--- src/hdl/bcd_consts.svh ---
// constants for the branch, call and clear decoder
`ifndef BCD_CONSTS_SVH
`define BCD_CONSTS_SVH

// ------------------------------------------------------------
// register offsets
// ------------------------------------------------------------
`define BCD_OFF_CTRL   12'h000
`define BCD_OFF_ACC    12'h004
`define BCD_OFF_FLAGS  12'h008
`define BCD_OFF_BANK   12'h00c
`define BCD_OFF_IDX    12'h010
`define BCD_OFF_SHADOW 12'h014
`define BCD_OFF_INFO   12'h018

// ------------------------------------------------------------
// field positions
// ------------------------------------------------------------
`define BCD_CTRL_EXT   0
`define BCD_Z_BIT      2
`define BCD_OV_BIT     3
`define BCD_SH_FLAGS   8
`define BCD_SH_BANK    16
`define BCD_INFO_Q     2
`define BCD_INFO_BUSY  4

// ------------------------------------------------------------
// opcodes and addressing
// ------------------------------------------------------------
`define BCD_OP_OVF     8'he4
`define BCD_OP_ZERO    8'he0
`define BCD_OP_CALL    7'h76
`define BCD_OP_CLR     7'h35
`define BCD_CALL_W2    4'hf
`define BCD_IDX_MAX    8'h5f
`define BCD_ACC_SPLIT  8'h80
`define BCD_SFR_BANK   4'hf
`define BCD_LOW_BANK   4'h0
`define BCD_BR_OFS     21'h000002
`define BCD_RET_OFS    21'h000004

// ------------------------------------------------------------
// q phases
// ------------------------------------------------------------
`define BCD_Q1         2'h0
`define BCD_Q2         2'h1
`define BCD_Q3         2'h2
`define BCD_Q4         2'h3

`endif

--- src/hdl/bcd_pkg.sv ---
// types for the branch, call and clear decoder
package bcd_pkg;

  // ------------------------------------------------------------
  // states and decoded operations
  // ------------------------------------------------------------
  typedef enum logic [1:0] {
    ST_IDLE = 2'b00,
    ST_EXEC = 2'b01,
    ST_NOP  = 2'b10
  } bcd_state_e;

  typedef enum logic [2:0] {
    OP_NONE = 3'b000,
    OP_OVF  = 3'b001,
    OP_ZERO = 3'b010,
    OP_CALL = 3'b011,
    OP_CLR  = 3'b100
  } bcd_op_e;

  // ------------------------------------------------------------
  // carriers
  // ------------------------------------------------------------
  typedef struct packed {
    logic [15:0] word;
    logic [15:0] word2;
    logic [20:0] addr;
  } bcd_ins_s;

  typedef struct packed {
    logic        wr;
    logic [20:0] target;
  } bcd_pc_s;

  typedef struct packed {
    logic        push;
    logic [20:0] data;
  } bcd_stk_s;

  typedef struct packed {
    logic        rd;
    logic        wr;
    logic [11:0] addr;
    logic [7:0]  wdata;
  } bcd_mem_s;

endpackage : bcd_pkg

--- src/hdl/bcd_addr_calc.sv ---
// data-memory address for the clear operand
`include "bcd_consts.svh"

module bcd_addr_calc (
  // operand
  input  wire logic [7:0]  f,
  input  wire logic        a,
  // context
  input  wire logic        ext_en,
  input  wire logic [3:0]  bank,
  input  wire logic [11:0] idx_base,
  // result
  output logic      [11:0] addr,
  output logic             indexed
);

  // ------------------------------------------------------------
  // addressing choice
  // ------------------------------------------------------------
  always_comb begin
    indexed = 1'b0;
    if (a) begin
      addr = {bank, f};
    end else if (ext_en && (f <= `BCD_IDX_MAX)) begin
      addr    = idx_base + {`BCD_LOW_BANK, f};
      indexed = 1'b1;
    end else if (f >= `BCD_ACC_SPLIT) begin
      addr = {`BCD_SFR_BANK, f};
    end else begin
      addr = {`BCD_LOW_BANK, f};
    end
  end

endmodule : bcd_addr_calc

--- src/hdl/bcd_decoder.sv ---
// branch, call and clear decoder with apb registers
// Behaviour
// - overflow branch taken only when overflow set
// - target is address plus two plus 2n
// - branch: one cycle, taken adds nop cycle
// - zero branch taken only when zero set
// - call pushes address plus four first
// - save bit copies acc, flags, bank shadows
// - two-word call loads pc bits 20:1
// - call: two cycles, push q3, pc q4
// - clear writes zero, sets zero flag only
// - access bit picks access or selected bank
// - extended mode indexes operands up to 5fh
// - call target spans full 20-bit range
//
// The implementer's own choices: the register addresses and the APB interface to the registers.
`include "bcd_consts.svh"

module bcd_decoder #(
  parameter int AW = 12
) (
  // clock and reset
  input  wire logic             clock,
  input  wire logic             reset,
  // apb slave
  input  wire logic [AW-1:0]    paddr,
  input  wire logic             psel,
  input  wire logic             penable,
  input  wire logic             pwrite,
  input  wire logic [31:0]      pwdata,
  output logic      [31:0]      prdata,
  output logic                  pready,
  output logic                  pslverr,
  // instruction in
  input  wire logic             ins_valid,
  input  wire bcd_pkg::bcd_ins_s ins,
  output logic                  ins_ready,
  // core side effects
  output bcd_pkg::bcd_pc_s      pc_out,
  output bcd_pkg::bcd_stk_s     stk_out,
  output bcd_pkg::bcd_mem_s     mem_out
);

  // ------------------------------------------------------------
  // state
  // ------------------------------------------------------------
  bcd_pkg::bcd_state_e state_r, state_nxt;
  bcd_pkg::bcd_op_e    op_r, op_nxt, dec_op;
  bcd_pkg::bcd_ins_s   ins_r, ins_nxt;
  bcd_pkg::bcd_pc_s    pc_r, pc_nxt;
  bcd_pkg::bcd_stk_s   stk_r, stk_nxt;
  bcd_pkg::bcd_mem_s   mem_r, mem_nxt;
  logic [1:0]          q_r, q_nxt;
  logic                taken_r, taken_nxt;
  logic                ext_r, ext_nxt;
  logic [7:0]          acc_r, acc_nxt, ws_r, ws_nxt;
  logic [4:0]          flags_r, flags_nxt, fs_r, fs_nxt;
  logic [3:0]          bank_r, bank_nxt, bs_r, bs_nxt;
  logic [11:0]         idx_r, idx_nxt;
  logic [31:0]         prdata_r, prdata_nxt;
  logic [11:0]         clr_addr;
  logic                clr_indexed;
  logic [20:0]         br_tgt;
  logic                z_set, save_ev, wr_en, hit;

  // ------------------------------------------------------------
  // decode
  // ------------------------------------------------------------
  always_comb begin
    dec_op = bcd_pkg::OP_NONE;
    if (ins.word[15:8] == `BCD_OP_OVF) begin
      dec_op = bcd_pkg::OP_OVF;
    end else if (ins.word[15:8] == `BCD_OP_ZERO) begin
      dec_op = bcd_pkg::OP_ZERO;
    end else if (ins.word[15:9] == `BCD_OP_CALL && ins.word2[15:12] == `BCD_CALL_W2) begin
      dec_op = bcd_pkg::OP_CALL;
    end else if (ins.word[15:9] == `BCD_OP_CLR) begin
      dec_op = bcd_pkg::OP_CLR;
    end
  end

  bcd_addr_calc u_addr (
    .f        (ins.word[7:0]),
    .a        (ins.word[8]),
    .ext_en   (ext_r),
    .bank     (bank_r),
    .idx_base (idx_r),
    .addr     (clr_addr),
    .indexed  (clr_indexed)
  );

  assign br_tgt = ins_r.addr + `BCD_BR_OFS + {{12{ins_r.word[7]}}, ins_r.word[7:0], 1'b0};

  // ------------------------------------------------------------
  // sequencer
  // ------------------------------------------------------------
  always_comb begin
    state_nxt     = state_r;
    q_nxt         = q_r;
    op_nxt        = op_r;
    ins_nxt       = ins_r;
    taken_nxt     = taken_r;
    pc_nxt        = pc_r;
    pc_nxt.wr     = 1'b0;
    stk_nxt       = stk_r;
    stk_nxt.push  = 1'b0;
    mem_nxt       = mem_r;
    mem_nxt.rd    = 1'b0;
    mem_nxt.wr    = 1'b0;
    unique case (state_r)
      bcd_pkg::ST_IDLE: begin
        if (ins_valid) begin
          ins_nxt   = ins;
          op_nxt    = dec_op;
          state_nxt = bcd_pkg::ST_EXEC;
          q_nxt     = `BCD_Q2;
          if (dec_op == bcd_pkg::OP_CLR) begin
            mem_nxt.rd   = 1'b1;
            mem_nxt.addr = clr_addr;
          end
        end
      end
      bcd_pkg::ST_EXEC: begin
        q_nxt = q_r + 2'h1;
        if (q_r == `BCD_Q2 && op_r == bcd_pkg::OP_CALL) begin
          stk_nxt.push = 1'b1;
          stk_nxt.data = ins_r.addr + `BCD_RET_OFS;
        end
        if (q_r == `BCD_Q3) begin
          if ((op_r == bcd_pkg::OP_OVF && flags_r[`BCD_OV_BIT]) ||
              (op_r == bcd_pkg::OP_ZERO && flags_r[`BCD_Z_BIT])) begin
            pc_nxt.wr     = 1'b1;
            pc_nxt.target = br_tgt;
            taken_nxt     = 1'b1;
          end
          if (op_r == bcd_pkg::OP_CALL) begin
            pc_nxt.wr     = 1'b1;
            pc_nxt.target = {ins_r.word2[11:0], ins_r.word[7:0], 1'b0};
            taken_nxt     = 1'b1;
          end
          if (op_r == bcd_pkg::OP_CLR) begin
            mem_nxt.wr    = 1'b1;
            mem_nxt.wdata = 8'h00;
          end
        end
        if (q_r == `BCD_Q4) begin
          state_nxt = taken_r ? bcd_pkg::ST_NOP : bcd_pkg::ST_IDLE;
          q_nxt     = `BCD_Q1;
        end
      end
      bcd_pkg::ST_NOP: begin
        q_nxt = q_r + 2'h1;
        if (q_r == `BCD_Q4) begin
          state_nxt = bcd_pkg::ST_IDLE;
          taken_nxt = 1'b0;
        end
      end
      default: begin
        state_nxt = bcd_pkg::ST_IDLE;
        q_nxt     = `BCD_Q1;
      end
    endcase
  end

  always_ff @(posedge clock) begin
    if (reset) begin
      state_r <= bcd_pkg::ST_IDLE;
      q_r     <= `BCD_Q1;
      op_r    <= bcd_pkg::OP_NONE;
      ins_r   <= '0;
      taken_r <= 1'b0;
      pc_r    <= '0;
      stk_r   <= '0;
      mem_r   <= '0;
    end else begin
      state_r <= state_nxt;
      q_r     <= q_nxt;
      op_r    <= op_nxt;
      ins_r   <= ins_nxt;
      taken_r <= taken_nxt;
      pc_r    <= pc_nxt;
      stk_r   <= stk_nxt;
      mem_r   <= mem_nxt;
    end
  end

  assign ins_ready = (state_r == bcd_pkg::ST_IDLE);
  assign pc_out    = pc_r;
  assign stk_out   = stk_r;
  assign mem_out   = mem_r;

  // ------------------------------------------------------------
  // registers
  // ------------------------------------------------------------
  assign z_set   = state_r == bcd_pkg::ST_EXEC && q_r == `BCD_Q4 && op_r == bcd_pkg::OP_CLR;
  assign save_ev = stk_r.push && ins_r.word[8];
  assign wr_en   = psel && penable && pwrite;

  always_comb begin
    hit        = 1'b1;
    prdata_nxt = prdata_r;
    ext_nxt    = ext_r;
    acc_nxt    = acc_r;
    flags_nxt  = flags_r;
    bank_nxt   = bank_r;
    idx_nxt    = idx_r;
    ws_nxt     = ws_r;
    fs_nxt     = fs_r;
    bs_nxt     = bs_r;
    unique case (paddr)
      `BCD_OFF_CTRL, `BCD_OFF_ACC, `BCD_OFF_FLAGS, `BCD_OFF_BANK,
      `BCD_OFF_IDX, `BCD_OFF_SHADOW, `BCD_OFF_INFO: hit = 1'b1;
      default: hit = 1'b0;
    endcase
    if (psel && !penable) begin
      prdata_nxt = 32'h0000_0000;
      unique case (paddr)
        `BCD_OFF_CTRL:   prdata_nxt[`BCD_CTRL_EXT] = ext_r;
        `BCD_OFF_ACC:    prdata_nxt[7:0] = acc_r;
        `BCD_OFF_FLAGS:  prdata_nxt[4:0] = flags_r;
        `BCD_OFF_BANK:   prdata_nxt[3:0] = bank_r;
        `BCD_OFF_IDX:    prdata_nxt[11:0] = idx_r;
        `BCD_OFF_SHADOW: begin
          prdata_nxt[7:0]                      = ws_r;
          prdata_nxt[`BCD_SH_FLAGS +: 5]       = fs_r;
          prdata_nxt[`BCD_SH_BANK +: 4]        = bs_r;
        end
        `BCD_OFF_INFO: begin
          prdata_nxt[1:0]                      = state_r;
          prdata_nxt[`BCD_INFO_Q +: 2]         = q_r;
          prdata_nxt[`BCD_INFO_BUSY]           = !ins_ready;
        end
        default: prdata_nxt = 32'h0000_0000;
      endcase
    end
    if (wr_en) begin
      unique case (paddr)
        `BCD_OFF_CTRL:  ext_nxt   = pwdata[`BCD_CTRL_EXT];
        `BCD_OFF_ACC:   acc_nxt   = pwdata[7:0];
        `BCD_OFF_FLAGS: flags_nxt = pwdata[4:0];
        `BCD_OFF_BANK:  bank_nxt  = pwdata[3:0];
        `BCD_OFF_IDX:   idx_nxt   = pwdata[11:0];
        default:        hit       = hit;
      endcase
    end
    if (z_set) begin
      flags_nxt[`BCD_Z_BIT] = 1'b1;
    end
    if (save_ev) begin
      ws_nxt = acc_r;
      fs_nxt = flags_r;
      bs_nxt = bank_r;
    end
  end

  always_ff @(posedge clock) begin
    if (reset) begin
      prdata_r <= '0;
      ext_r    <= 1'b0;
      acc_r    <= '0;
      flags_r  <= '0;
      bank_r   <= '0;
      idx_r    <= '0;
      ws_r     <= '0;
      fs_r     <= '0;
      bs_r     <= '0;
    end else begin
      prdata_r <= prdata_nxt;
      ext_r    <= ext_nxt;
      acc_r    <= acc_nxt;
      flags_r  <= flags_nxt;
      bank_r   <= bank_nxt;
      idx_r    <= idx_nxt;
      ws_r     <= ws_nxt;
      fs_r     <= fs_nxt;
      bs_r     <= bs_nxt;
    end
  end

  assign prdata  = prdata_r;
  assign pready  = 1'b1;
  assign pslverr = psel && penable && !hit;

  logic in_q3;
  assign in_q3 = state_r == bcd_pkg::ST_EXEC && q_r == `BCD_Q3;
endmodule : bcd_decoder

--- config.mk ---
export PLATFORM = sky130hd
export DESIGN_NAME = bcd_decoder
export DESIGN_NICKNAME = d
export VERILOG_FILES = /design/src/hdl/bcd_pkg.sv /design/src/hdl/bcd_addr_calc.sv /design/src/hdl/bcd_decoder.sv
export VERILOG_INCLUDE_DIRS = /design/src /design/src/hdl
export SDC_FILE = /design/constraint.sdc
export NUM_CORES = 1
export LEC_CHECK = 0
export ABC_AREA = 1
export CAP_MARGIN = 0
export CORE_MARGIN = 10
export CORE_UTILIZATION = 50
export DETAILED_ROUTE_END_ITERATION = 10
export DONT_BUFFER_PORTS = 1
export PLACE_DENSITY = 0.8
export SETUP_SLACK_MARGIN = 0.1
export SYNTH_ARGS = -nofsm -noshare
export SYNTH_HDL_FRONTEND = slang
export SYNTH_HIERARCHICAL = 1
export SYNTH_SLANG_ARGS = --single-unit
--- constraint.sdc ---
create_clock -name clock -period 2.2 [get_ports clock]
set_input_delay 0.22 -clock clock [delete_from_list [all_inputs] [get_ports clock]]
set_output_delay 0.22 -clock clock [all_outputs]
set_load 0.1 [all_outputs]
After elaboration in Yosys (flattened, before gate mapping) --
Index checks and enable logic that the tools add are counted.
Storage, ports and cells: input bits 103, flip-flop bits (word level) 172, logic and storage cells 134
Operators by class: reductions and logical operators 38, order comparisons 2, mux-type cells 35, bitwise logic cells 4, add/subtract/negate cells 5, equality and inequality tests 26
Operator list (number):
- 22-bit two-way mux | 3
- 12-bit by 5-bit equality test with 1-bit output (second input constant) | 3
- 12-bit two-way mux | 3
- 12-bit by 4-bit equality test with 1-bit output (second input constant) | 2
- 21-bit by 2-bit adder with 21-bit output (second input constant) | 1
- 21-bit adder | 1
- 21-bit by 3-bit adder with 21-bit output (second input constant) | 1
- 3-bit two-way mux | 6
- 3-bit case mux with 6 select lines | 1
- 8-bit equality test (second input constant) | 2
- 2-bit AND reduction | 8
- 12-bit by 8-bit adder with 12-bit output | 1
- 12-bit by 3-bit equality test with 1-bit output (second input constant) | 1
- 1-bit logical AND | 12
- 12-bit zero test | 1
- 2-bit case mux with 3 select lines | 2
- 2-bit two-way mux | 5
- 1-bit two-way mux | 9
- 3-bit case mux with 3 select lines | 1
- 3-bit AND reduction | 3
- 8-bit greater-or-equal comparator (second input constant) | 1
- 8-bit by 7-bit less-or-equal comparator with 1-bit output (second input constant) | 1
- 4-bit case mux with 2 select lines | 1
- 2-bit nonzero test | 4
- other kinds (24) | 37

Logic depth before layout (Yosys ltp) --
Gate-level depths: netlist of run 1.
depth in word-level cells 7, mapped depth 15, gate-level depth less buffers 15

By module --
Netlist of run 1, hierarchy kept.
Modules (own cells, without submodules):
- bcd_decoder | seq. area each 3443.3 um^2, cells each 1207, instances 1, area each 8695.8 um^2
- bcd_addr_calc | seq. area each 0.0 um^2, cells each 132, instances 1, area each 693.2 um^2

Worst setup path after synthesis of run 1 --
No wires, ideal clock.
path kind input to output, from input port paddr[3], to output port pslverr, arrival time 3.759 ns, data required time 1.980 ns, buffers on the path 2, stages on the path 8, slack -1.779 ns, cell sequence buf_2 > inv_2 > nand2_2 > nor2_4 > nand2_4 > clkinv_2 > buf_6 > nor4_1
On the way: word-level cells in the longest chain between the ends 5, elaborated cells on any way between the ends 11
RTL lines:
- from (decl) | RTL line bcd_decoder.sv:26 | input wire logic [AW-1:0] paddr,
- 12-bit by 5-bit equality test with 1-bit output, or another cell as far along | RTL line bcd_decoder.sv:210 | unique case (paddr)
- 7-bit OR reduction (*) | RTL line bcd_decoder.sv:210
- 1-bit two-way mux (*) | RTL line bcd_decoder.sv:210
- 1-bit zero test (*) | RTL line bcd_decoder.sv:282 | assign pslverr = psel && penable && !hit;
- 1-bit logical AND (*) | RTL line bcd_decoder.sv:282
- to (decl) | RTL line bcd_decoder.sv:33 | output logic pslverr,
Mark *: on every way between the ends. The rest lies on a longest branch, timed or not.

Final worst setup path of run 1 --
from register ins_r[44] (netlist name), to register pc_r (netlist bit pc_out[17])
On the way: word-level cells in the longest chain between the ends 3
RTL lines:
- from (decl) | RTL line bcd_decoder.sv:49 | bcd_pkg::bcd_ins_s ins_r, ins_nxt;
- from (signal assigned) | RTL line bcd_decoder.sv:179 | ins_r <= ins_nxt;
- 21-bit adder | RTL line bcd_decoder.sv:92 | assign br_tgt = ins_r.addr + `BCD_BR_OFS + {{12{ins_r.word[7]}}, ins_r.word[7:0], 1'b0};
- 22-bit two-way mux | RTL line bcd_decoder.sv:130 | if ((op_r == bcd_pkg::OP_OVF && flags_r[`BCD_OV_BIT]) ||
- 22-bit two-way mux | RTL line bcd_decoder.sv:136 | if (op_r == bcd_pkg::OP_CALL) begin
- to (signal assigned) | RTL line bcd_decoder.sv:181 | pc_r <= pc_nxt;
- to (decl) | RTL line bcd_decoder.sv:50 | bcd_pkg::bcd_pc_s pc_r, pc_nxt;
Every way passes these cells. The select of a mux whose other input is x is not followed. A chain may end at the register's enable or synchronous reset.

==> results of run 1 <==
-- cell usage after synthesis, types with 15 or more instances --
library cell    n  area share, %
a21oi_1       148            7.9
buf_4          26            2.1
clkbuf_1       32            1.3
dfxtp_1       172             37
ha_1           49            6.5
inv_1         141            5.6
nand2_1       201            8.0
nand3_1        69            3.7
nor2_1        180            7.2
nor3_1         17           0.91
o21ai_0       147            7.8
xor2_1         15            1.4
-- layer usage --
layer  up-vias  share of wire [%]
met5         -                  0
met4         0                3.3
met3        72                8.5
met2       431                 50
met1      4403                 38
li1       4602                  -
-- critical path: stages (launching register included) --
cell and delay [ns]:
dfxtp_4 0.39, buf_4 0.17, ha_1 0.31, ha_4 0.27, a21oi_2 0.17, o21ai_0 0.10
a21oi_1 0.19, nand2_1 0.09, nand2_1 0.08, nand3_1 0.10, a21oi_2 0.12
-- cells by family (layout without fill, tap and decap cells) --
kind of cell | Yosys count | count (layout) | share of synthesized area, %
AND/OR/NAND/NOR | 528 | 528 | 24.8
adder cells (fa/ha/maj) | 51 | 51 | 6.96
XOR/XNOR | 21 | 21 | 1.96
other | 2 | 24 | 0.0800
AO/OA/AOI/OAI | 336 | 336 | 18.9
flip-flops | 172 | 172 | 36.7
buffers and inverters | 229 | 337 | 10.7
-- how the worst max path moves through the flow --
stage	startpoint	slack, ns	depth (start not counted)	end
6_report	ins_r[44]$_SDFFE_PP0P_	0.14	10	pc_out[17]$_SDFFE_PP0P_
5_1_grt	ins_r[44]$_SDFFE_PP0P_	0.03	10	pc_out[11]$_SDFFE_PP0P_
4_1_cts	ins_r[7]$_SDFFE_PP0P_	0.1	9	pc_out[12]$_SDFFE_PP0P_
3_5_place_dp	ins_r[44]$_SDFFE_PP0P_	0.03	9	pc_out[12]$_SDFFE_PP0P_
3_3_place_gp	ins_r[44]$_SDFFE_PP0P_	0.06	9	pc_out[12]$_SDFFE_PP0P_
2_1_floorplan	paddr[3]	0.08	8	pslverr
-- registers in the layout, indices dropped and copies added, names as in the netlist, 2 cells and up --
register / flops
mem_out: 14
bs_r: 4
bank_r: 4
prdata: 17
idx_r: 12
op_r: 3
q_r: 2
state_r: 2
fs_r: 5
acc_r: 8
flags_r: 5
ins_r: 42
pc_out: 22
stk_out: 22
ws_r: 8
-- cell usage in the layout, fill, tap and decap left out, types with 28 or more instances in the layout --
master | Yosys | routed
ha_1 | 49 | 28
dfxtp_1 | 172 | 164
a21oi_1 | 148 | 138
nor2_1 | 180 | 177
buf_4 | 26 | 106
inv_1 | 141 | 137
o21ai_0 | 147 | 143
dlygate4sd3_1 | 0 | 42
nand2_1 | 201 | 191
nand3_1 | 69 | 64
-- through the flow --
stage               utilization [%]  setup slack [ns]  cells  power, mW  hold slack [ns]
global placement               54.8            0.0570   1624       4.38            0.306
CTS                            61.1            0.0952   1700       7.78         0.000523
floorplan                         -            0.0786   1361       4.20            0.369
finish                         62.7             0.141   1703       7.92         -0.00140
detailed placement             54.8            0.0299   1624       4.40            0.310
global route                   62.7            0.0257   1703       8.19          0.00317
-- power by group through the flow --
stage          clock (mW)  combinational, mW  sequential (mW)
6_report             3.30               1.34             3.28
2_1_floorplan           0              0.808             3.39
3_3_place_gp            0               1.05             3.34
4_1_cts              3.32               1.19             3.27
3_5_place_dp            0               1.06             3.34
5_1_grt              3.45               1.46             3.28
-- layout make-up --
class                   instances  share of cell area (%)
repair buffers                151                    11.0
well taps                     234                    2.51
inverters                     154                    4.98
flip-flops and latches        172                    29.7
clock buffers                  17                    3.65
multi-input cells             960                    46.3
clock inverters                15                    1.88
-- timing repair --
item,CTS,global route
setup endpoints to repair,10,19
hold buffers,43,0
pin swaps,4,9
endpoints found under the hold margin,90,0
setup buffers,1,3
resized for setup,19,59
==> metrics.txt, run 1 <==
outcome complete, but fails checks; failing checks hold timing; Final period util 93.6%; Die X about 160 um; worst hold slack -0.00140 ns; synthesized flop and latch total 172; Max VDD drop slightly above 600 uV; initial antenna violation count 0; Final setup viols 0; syn_area_per_cell approximately 7 um^2; Syn-to-layout area delta 24.1%; Post-DP HPWL 21.0 mm; GR Util met1 roughly 26%; Cell Area, Placed 10200 um^2; launching point of the worst reg2reg path ins_r[44]$_SDFFE_PP0P_; Die Y roughly 160 um; die area 24700 um^2; Post-Layout Inst Area between 10000 and 15000 um^2; critical path required time 2.59 ns; switching power 2.49 mW; CP Max Fanout 11; Slew Viols, Final 0; total global routing overflow 0; met3 global-route usage under 10%; DR vias/cell 5.58; measured slew at the worst slew-check pin 0.769 ns; Placer Congestion around 0.96; HP Start ins[31]; Yosys cell types 48; worst r2r dst pc_out[17]$_SDFFE_PP0P_; number of global-route vias before repair approximately 9200; Arrival @ worst endpoint around 2.5 ns; initial drt markers approximately 700; GRT Total Usage a little under a quarter; area of the multi-input gates between 5000 and 6000 um^2; Fmax approximately 0.5 GHz; Cell Rows 50; Max Root-Sink Buffers 2; kind of critical path flip-flop to flip-flop; Initial DRT Pass Iterations 6; max-cap violations 0; Mapped Cells around 1300; clock power share 41.7%; part of the power in registers 41.4%; Storage cell area between 3000 and 4000 um^2; TritonCTS clock tree done; root buffer cell clkbuf_16; Worst Hold Depth 2; Sw Ratio a little under a third; crit path launch type flip-flop; htree depth 4; Static Leakage 5.15 nW; Post-DRT Antenna Nets 0; top_reg_cell synth dfxtp_1; setup TNS 0 ns; Hold Fails Final Rpt 1; Initial Utilization ~51%; I/O Buffers 0; RSZ-0062 raised after global routing yes; clock latency on the worst-skew pair 0.45 ns; CTS Sinks 172; Max-slew headroom between 40% and 50%; r2r worst-path depth 10; drt drc 0; share of layout cells above drive strength 1 approximately 17%; worst reg-to-reg setup slack 0.14 ns; most used routing layer met2; hold endpoint ins_r[31]$_SDFFE_PP0P_; synthesized cell area ~9400 um^2; layout net count roughly 1600; CTS clk-pin slew, worst paths ~0.08 ns; largest net degree at the start of global routing 59; vias post-DR between 9000 and 10000; global-route wire length before repair between 40 and 50 mm; # IOs between 200 and 250; met2 Use GR 41.3%; number of synthesized flops with an enable pin 0; Num CTS Buffers 17; Routed WL per cell approximately 18 um; ant diodes 0; Async S/R FF share, synth 0%; Setup Skew 0.0139 ns; P per Cell Area 680 nW/um^2; final wirelength 29.8 mm; CP Capture Type flip-flop; Tmin final 2.06 ns; Combinational Power Share around 17%; core outline area ~19000 um^2; sequential-to-total area share from yosys stat between 30% and 40%; synth warn 6; Int Pwr roughly 5.4 mW; Filler Cell Count between 1500 and 2000; HP Class primary input to flip-flop
Note: power is estimated with default switching activity, not from simulation.
==> inputs of run 2 (changes only) <==
--- a/config.mk
+++ b/config.mk
@@ -8,6 +8,7 @@
 export LEC_CHECK = 0
 export ABC_AREA = 1
 export CAP_MARGIN = 0
+export CORE_ASPECT_RATIO = 1.2
 export CORE_MARGIN = 10
 export CORE_UTILIZATION = 50
 export DETAILED_ROUTE_END_ITERATION = 10
==> run 2 against run 1 <==
Compared with the run above:
- the flow now finishes without violations
- clock power down 8.8%
- critical path depth up 1
- via count down 2.9%
- setup slack better by 0.0091 ns
- critical endpoint is now pc_out[8]$_SDFFE_PP0P_
- hold slack better by 0.0037 ns
- flip-flop and latch count unchanged
==> metrics.txt, run 2 (synthesis results as in run 1) <==
root buffer cell clkbuf_16; htree depth 4; vias post-DR just over 9000; Cell Area, Placed between 10000 and 15000 um^2; core outline area between 15000 and 20000 um^2; global-route wire length before repair around 45 mm; initial drt markers between 800 and 900; die area between 20000 and 25000 um^2; CP Capture Type flip-flop; total global routing overflow 0; Routed WL per cell around 17 um; P per Cell Area ~660 nW/um^2; TritonCTS clock tree done; largest net degree at the start of global routing 46; DR vias/cell 5.35; layout net count 1616; CP bufs+invs 0; # IOs a little over 200; Arrival @ worst endpoint around 2.4 ns; kind of critical path flip-flop to flip-flop; setup TNS 0 ns; Post-DP HPWL around 22 mm; max reg flops 42; Reg with most FFs ins_r; drt drc 0; measured slew at the worst slew-check pin between 0.5 and 0.6 ns; Syn-to-layout area delta 24.2%; Die Y approximately 170 um; I/O Buffers 0; Post-DRT Antenna Nets 0; CP max stage delay about 0.35 ns; Finished Layout Cells about 1700; Max Root-Sink Buffers 2; Num CTS Buffers 17; outcome finished, final reports clean; Post-Layout Inst Area 11700 um^2; CP max stage cell fa_2; Die X around 150 um; crit path launch type flip-flop; CTS Sinks ~170; most frequent cells in the layout nand2_1, nor2_1, dfxtp_1, o21ai_0; crit-path leading delay family simple AND/OR/NAND/NOR gates; Max VDD drop about 610 uV; ant diodes 0; initial antenna violation count 0; CP cell instances ha_4 > ha_4 > fa_2 > nand2_2 > nand3_2 > and2_4 > nand2_1 > nand2_2 > or2_2 > nand3_1 > a21oi_1; area of the multi-input gates roughly 5400 um^2; GRT Total Usage 22.5%; Hold Fails Final Rpt 0; HP Class primary input to flip-flop; Max-slew headroom about three fifths; Slew Viols, Final 0; share of layout cells above drive strength 1 around 18%; Filler Cell Count 1574; clock latency on the worst-skew pair 0.44 ns; Placer Congestion 0.929; Storage cell area between 3000 and 4000 um^2; CTS clk-pin slew, worst paths approximately 0.07 ns; Setup Skew between 0.015 and 0.02 ns; commonest non-fill, non-tap cell in the layout nand2_1; RSZ-0062 raised after global routing yes; Static Leakage around 5.1 nW; number of global-route vias before repair slightly below 9000; Tmin final around 2.0 ns; critical path required time approximately 2.5 ns; Final setup viols 0; Initial Utilization 51.3%; Final period util 93.2%; CP Max Fanout 3; Cell Rows 54; max-cap violations 0; Initial DRT Pass Iterations 5; final wirelength a little under 30 mm; placed cells 1649; Fmax slightly below 0.5 GHz
[run 2: changes by cell type in the layout (fill, tap and decap cells not counted), moves of 2 or more]
cell,change
nor2_2,+2
buf_4,+8
clkbuf_8,+2
a21oi_2,+2
nor2_1,-2
a21oi_1,-2
clkinv_8,-4
clkbuf_1,+5
inv_8,-3
dlygate4sd3_1,-2
[run 2: cell type report]
| cell class | count | area share [%] |
|---|---|---|
| repair buffers | 157 | 11.3 |
| clock inverters | 8 | 0.923 |
| inverters | 154 | 4.98 |
| well taps | 252 | 2.70 |
| multi-input cells | 960 | 46.4 |
| flip-flops and latches | 172 | 29.6 |
| clock buffers | 24 | 4.05 |
[run 2: final timing paths]
| check | startpoint | end | slack [ns] | cells past startpoint |
|---|---|---|---|---|
| worst min-delay path | pwdata[5] | acc_r[5]$_SDFFE_PP0P_ | 0.002 | 2 |
| worst max register to register | ins_r[38]$_SDFFE_PP0P_ | pc_out[8]$_SDFFE_PP0P_ | 0.15 | 11 |
| worst max-delay path | ins_r[38]$_SDFFE_PP0P_ | pc_out[8]$_SDFFE_PP0P_ | 0.15 | 11 |
| worst min register to register | ws_r[0]$_SDFFE_PP0P_ | ws_r[0]$_SDFFE_PP0P_ | 0.45 | 2 |
[run 2: stage by stage]
| stage | utilization, % | worst slack (ns) | hold slack (ns) | total power, mW |
|---|---|---|---|---|
| 6_report | 63.7 | 0.150 | 0.00227 | 7.66 |
| 5_1_grt | 63.7 | 0.0414 | 0.0115 | 7.93 |
| 4_1_cts | 62.0 | 0.0844 | 0.00165 | 7.54 |
| 3_5_place_dp | 56.0 | 0.0266 | 0.301 | 4.43 |
| 3_3_place_gp | 56.0 | 0.0654 | 0.300 | 4.41 |
| 2_1_floorplan | - | 0.0786 | 0.369 | 4.20 |
[run 2: report_power, final]
part	switching, mW	leakage (nW)	internal, mW	total [mW]
registers	0.0836	1.40	3.20	3.28
logic	0.873	3.45	0.492	1.36
clock network	1.26	0.279	1.74	3.01
[run 2: what timing repair did]
action / CTS / global route
buffers inserted: 0 / 5
endpoints found under the hold margin: 83 / 0
endpoints found under the setup margin: 8 / 20
hold buffers: 41 / 0
gates resized for setup: 19 / 58
pin swaps: 6 / 13
[run 2: per-layer routing]
layer | GRT usage [%] | routed length [um] | vias to the layer above
met5 | 0 | 0 | -
met4 | 9.38 | 1020 | 0
met3 | 4.59 | 1760 | 69
met2 | 42.7 | 15500 | 316
met1 | 23.6 | 10900 | 4243
li1 | - | - | 4605
==> inputs of run 3 (changes only) <==
--- a/config.mk
+++ b/config.mk
@@ -8,12 +8,14 @@
 export LEC_CHECK = 0
 export ABC_AREA = 1
 export CAP_MARGIN = 0
+export CELL_PAD_IN_SITES_DETAIL_PLACEMENT = 0
+export CELL_PAD_IN_SITES_GLOBAL_PLACEMENT = 1
 export CORE_ASPECT_RATIO = 1.2
 export CORE_MARGIN = 10
-export CORE_UTILIZATION = 50
+export CORE_UTILIZATION = 45
 export DETAILED_ROUTE_END_ITERATION = 10
 export DONT_BUFFER_PORTS = 1
-export PLACE_DENSITY = 0.8
+export PLACE_DENSITY = 0.91
 export SETUP_SLACK_MARGIN = 0.1
 export SYNTH_ARGS = -nofsm -noshare
 export SYNTH_HDL_FRONTEND = slang
==> constraint.sdc (replaced) <==
create_clock -name clock -period 1.9 [get_ports clock]
set_input_delay 0.19 -clock clock [delete_from_list [all_inputs] [get_ports clock]]
set_output_delay 0.19 -clock clock [all_outputs]
set_load 0.1 [all_outputs]
==> run 3 against run 2 <==
Compared with the run above:
- the run now ends with setup timing left
- register-to-register slack lost 0.27 ns
- first-iteration DRC count fell by 20%
- hold slack better by 0.0032 ns
- critical path type unchanged
- critical endpoint unchanged
- via count up 2.8%
- combinational power grew 48%
- flip-flop and latch count is the same
==> metrics.txt, run 3 (synthesis results as in run 1) <==
worst reg-to-reg setup slack -0.12 ns; Finished Layout Cells approximately 1800; CP max stage delay between 0.3 and 0.4 ns; worst r2r dst pc_out[8]$_SDFFE_PP0P_; CP startpoint ins_r[38]$_SDFFE_PP0P_; launching point of the worst reg2reg path ins_r[38]$_SDFFE_PP0P_; max-cap violations 0; root buffer cell clkbuf_16; crit path launch type flip-flop; Die X around 150 um; Setup WS post-layout -0.120 ns; HP Class primary input to flip-flop; die area 27100 um^2; Initial Utilization between 40% and 50%; CP max stage cell fa_2; placed cells 1714; Max Root-Sink Buffers 2; Static Leakage around 5.6 nW; Slew Viols, Final 0; # IOs ~200; ant diodes 0; Post-DRT Antenna Nets 0; number of global-route vias before repair approximately 9300; commonest non-fill, non-tap cell in the layout nand2_1; Final period util 106%; Cell Area, Placed between 10000 and 15000 um^2; P per Cell Area about 710 nW/um^2; kind of critical path flip-flop to flip-flop; share of layout cells above drive strength 1 between 20 and 30%; Fmax a little under 0.5 GHz; Setup crit end pc_out[8]$_SDFFE_PP0P_; I/O Buffers 0; initial antenna violation count 0; area of the multi-input gates just over 6000 um^2; r2r worst-path depth 11; setup TNS -0.631 ns; Num CTS Buffers 17; layout net count 1682; CTS Sinks about 170; TritonCTS clock tree done; global-route wire length before repair about 50 mm; Filler Cell Count 1792; Hold Fails Final Rpt 0; drt drc 0; Initial DRT Pass Iterations 5; max reg flops 42; failing checks setup timing; vias post-DR about 9500; Post-Layout Inst Area approximately 13000 um^2; CTS clk-pin slew, worst paths around 0.070 ns; Tmin final 2.02 ns; outcome complete, but fails checks; final wirelength 31.6 mm; total power ~9.3 mW; total global routing overflow 0; CP dominant cell by count nand2_2; DR vias/cell 5.26; Layout Utilization 63.7%; measured slew at the worst slew-check pin roughly 0.58 ns; Placer Congestion about 0.93; Syn-to-layout area delta 38.3%; Post-DP HPWL between 20 and 25 mm; CP Capture Type flip-flop; GRT Total Usage 22.0%; CP Max Fanout 3; Max VDD drop between 600 and 700 uV; Die Y between 150 and 200 um; initial drt markers between 600 and 700; Arrival @ worst endpoint 2.33 ns; core outline area approximately 20000 um^2; RSZ-0062 raised after global routing yes; htree depth 4; most frequent cells in the layout nand2_1, nor2_1, buf_4, dfxtp_1, o21ai_0; Cell Rows 57; CP cell instances ha_4 > ha_4 > fa_2 > nand2_2 > nand3_2 > and2_4 > nand2_2 > nand2_2 > or2_4 > nand3_2 > a21oi_2; critical path required time around 2.2 ns; Setup Skew approximately 0.016 ns; Final setup viols 15; Max-slew headroom roughly three fifths; Reg with most FFs ins_r; Routed WL per cell about 17 um; clock latency on the worst-skew pair approximately 0.44 ns; largest net degree at the start of global routing just under 80; Storage cell area 3470 um^2
## run 3: worst max-delay path: cells and delay by family (launching register included)
family	cells	cell delay, ns
DFF	1	0.33
and+or+nand+nor	7	0.76
adders and majority gates	3	0.78
AOI/OAI and AO/OA	1	0.05
## run 3: stage by stage
| step | hold WS, ns | setup slack [ns] |
|---|---|---|
| floorplan | 0.339 | -0.204 |
| global placement | 0.269 | -0.181 |
| detailed placement | 0.270 | -0.217 |
| CTS | 0.000541 | -0.0904 |
| global route | 0.0249 | -0.201 |
| finish | 0.00545 | -0.120 |
## run 3: layout make-up
type	instances	share of cell area [%]
repair buffers	223	14.6
clock inverters	12	0.954
clock buffers	20	3.44
inverters	154	4.52
flip-flops and latches	172	26.7
well taps	265	2.55
multi-input cells	960	47.2
## run 3: what timing repair did
item,in CTS,in global routing
resized for setup,97,101
hold buffers,48,1
pin swaps,39,36
setup buffers,5,6
endpoints found under the hold margin,95,1
endpoints found under the setup margin,23,37
## run 3: worst min-delay path by stage
stage | from | end | slack [ns] | cells past startpoint
global placement | reset | prdata[17]$_SDFFE_PP0P_ | 0.27 | 1
CTS | ins[39] | ins_r[39]$_SDFFE_PP0P_ | 0.0005 | 2
finish | ins[39] | ins_r[39]$_SDFFE_PP0P_ | 0.005 | 2
global route | ins[43] | mem_out[14]$_SDFFE_PP0P_ | 0.02 | 4
detailed placement | reset | prdata[17]$_SDFFE_PP0P_ | 0.27 | 1
floorplan | pwdata[2] | bank_r[2]$_SDFFE_PP0P_ | 0.34 | 2
## run 3: per-layer routing
metal	GRT usage, %	vias to the layer above	part of all wire (%)
li1	-	4744	-
met1	22.5	4479	38
met2	43.8	231	55
met3	4.41	41	4.3
met4	6.47	0	2.4
met5	0	-	0
## run 3: power by group
group / switching [mW] / internal, mW / total [mW]
registers: 0.101 / 3.70 / 3.80
clock network: 1.57 / 1.88 / 3.46
logic: 1.19 / 0.822 / 2.01
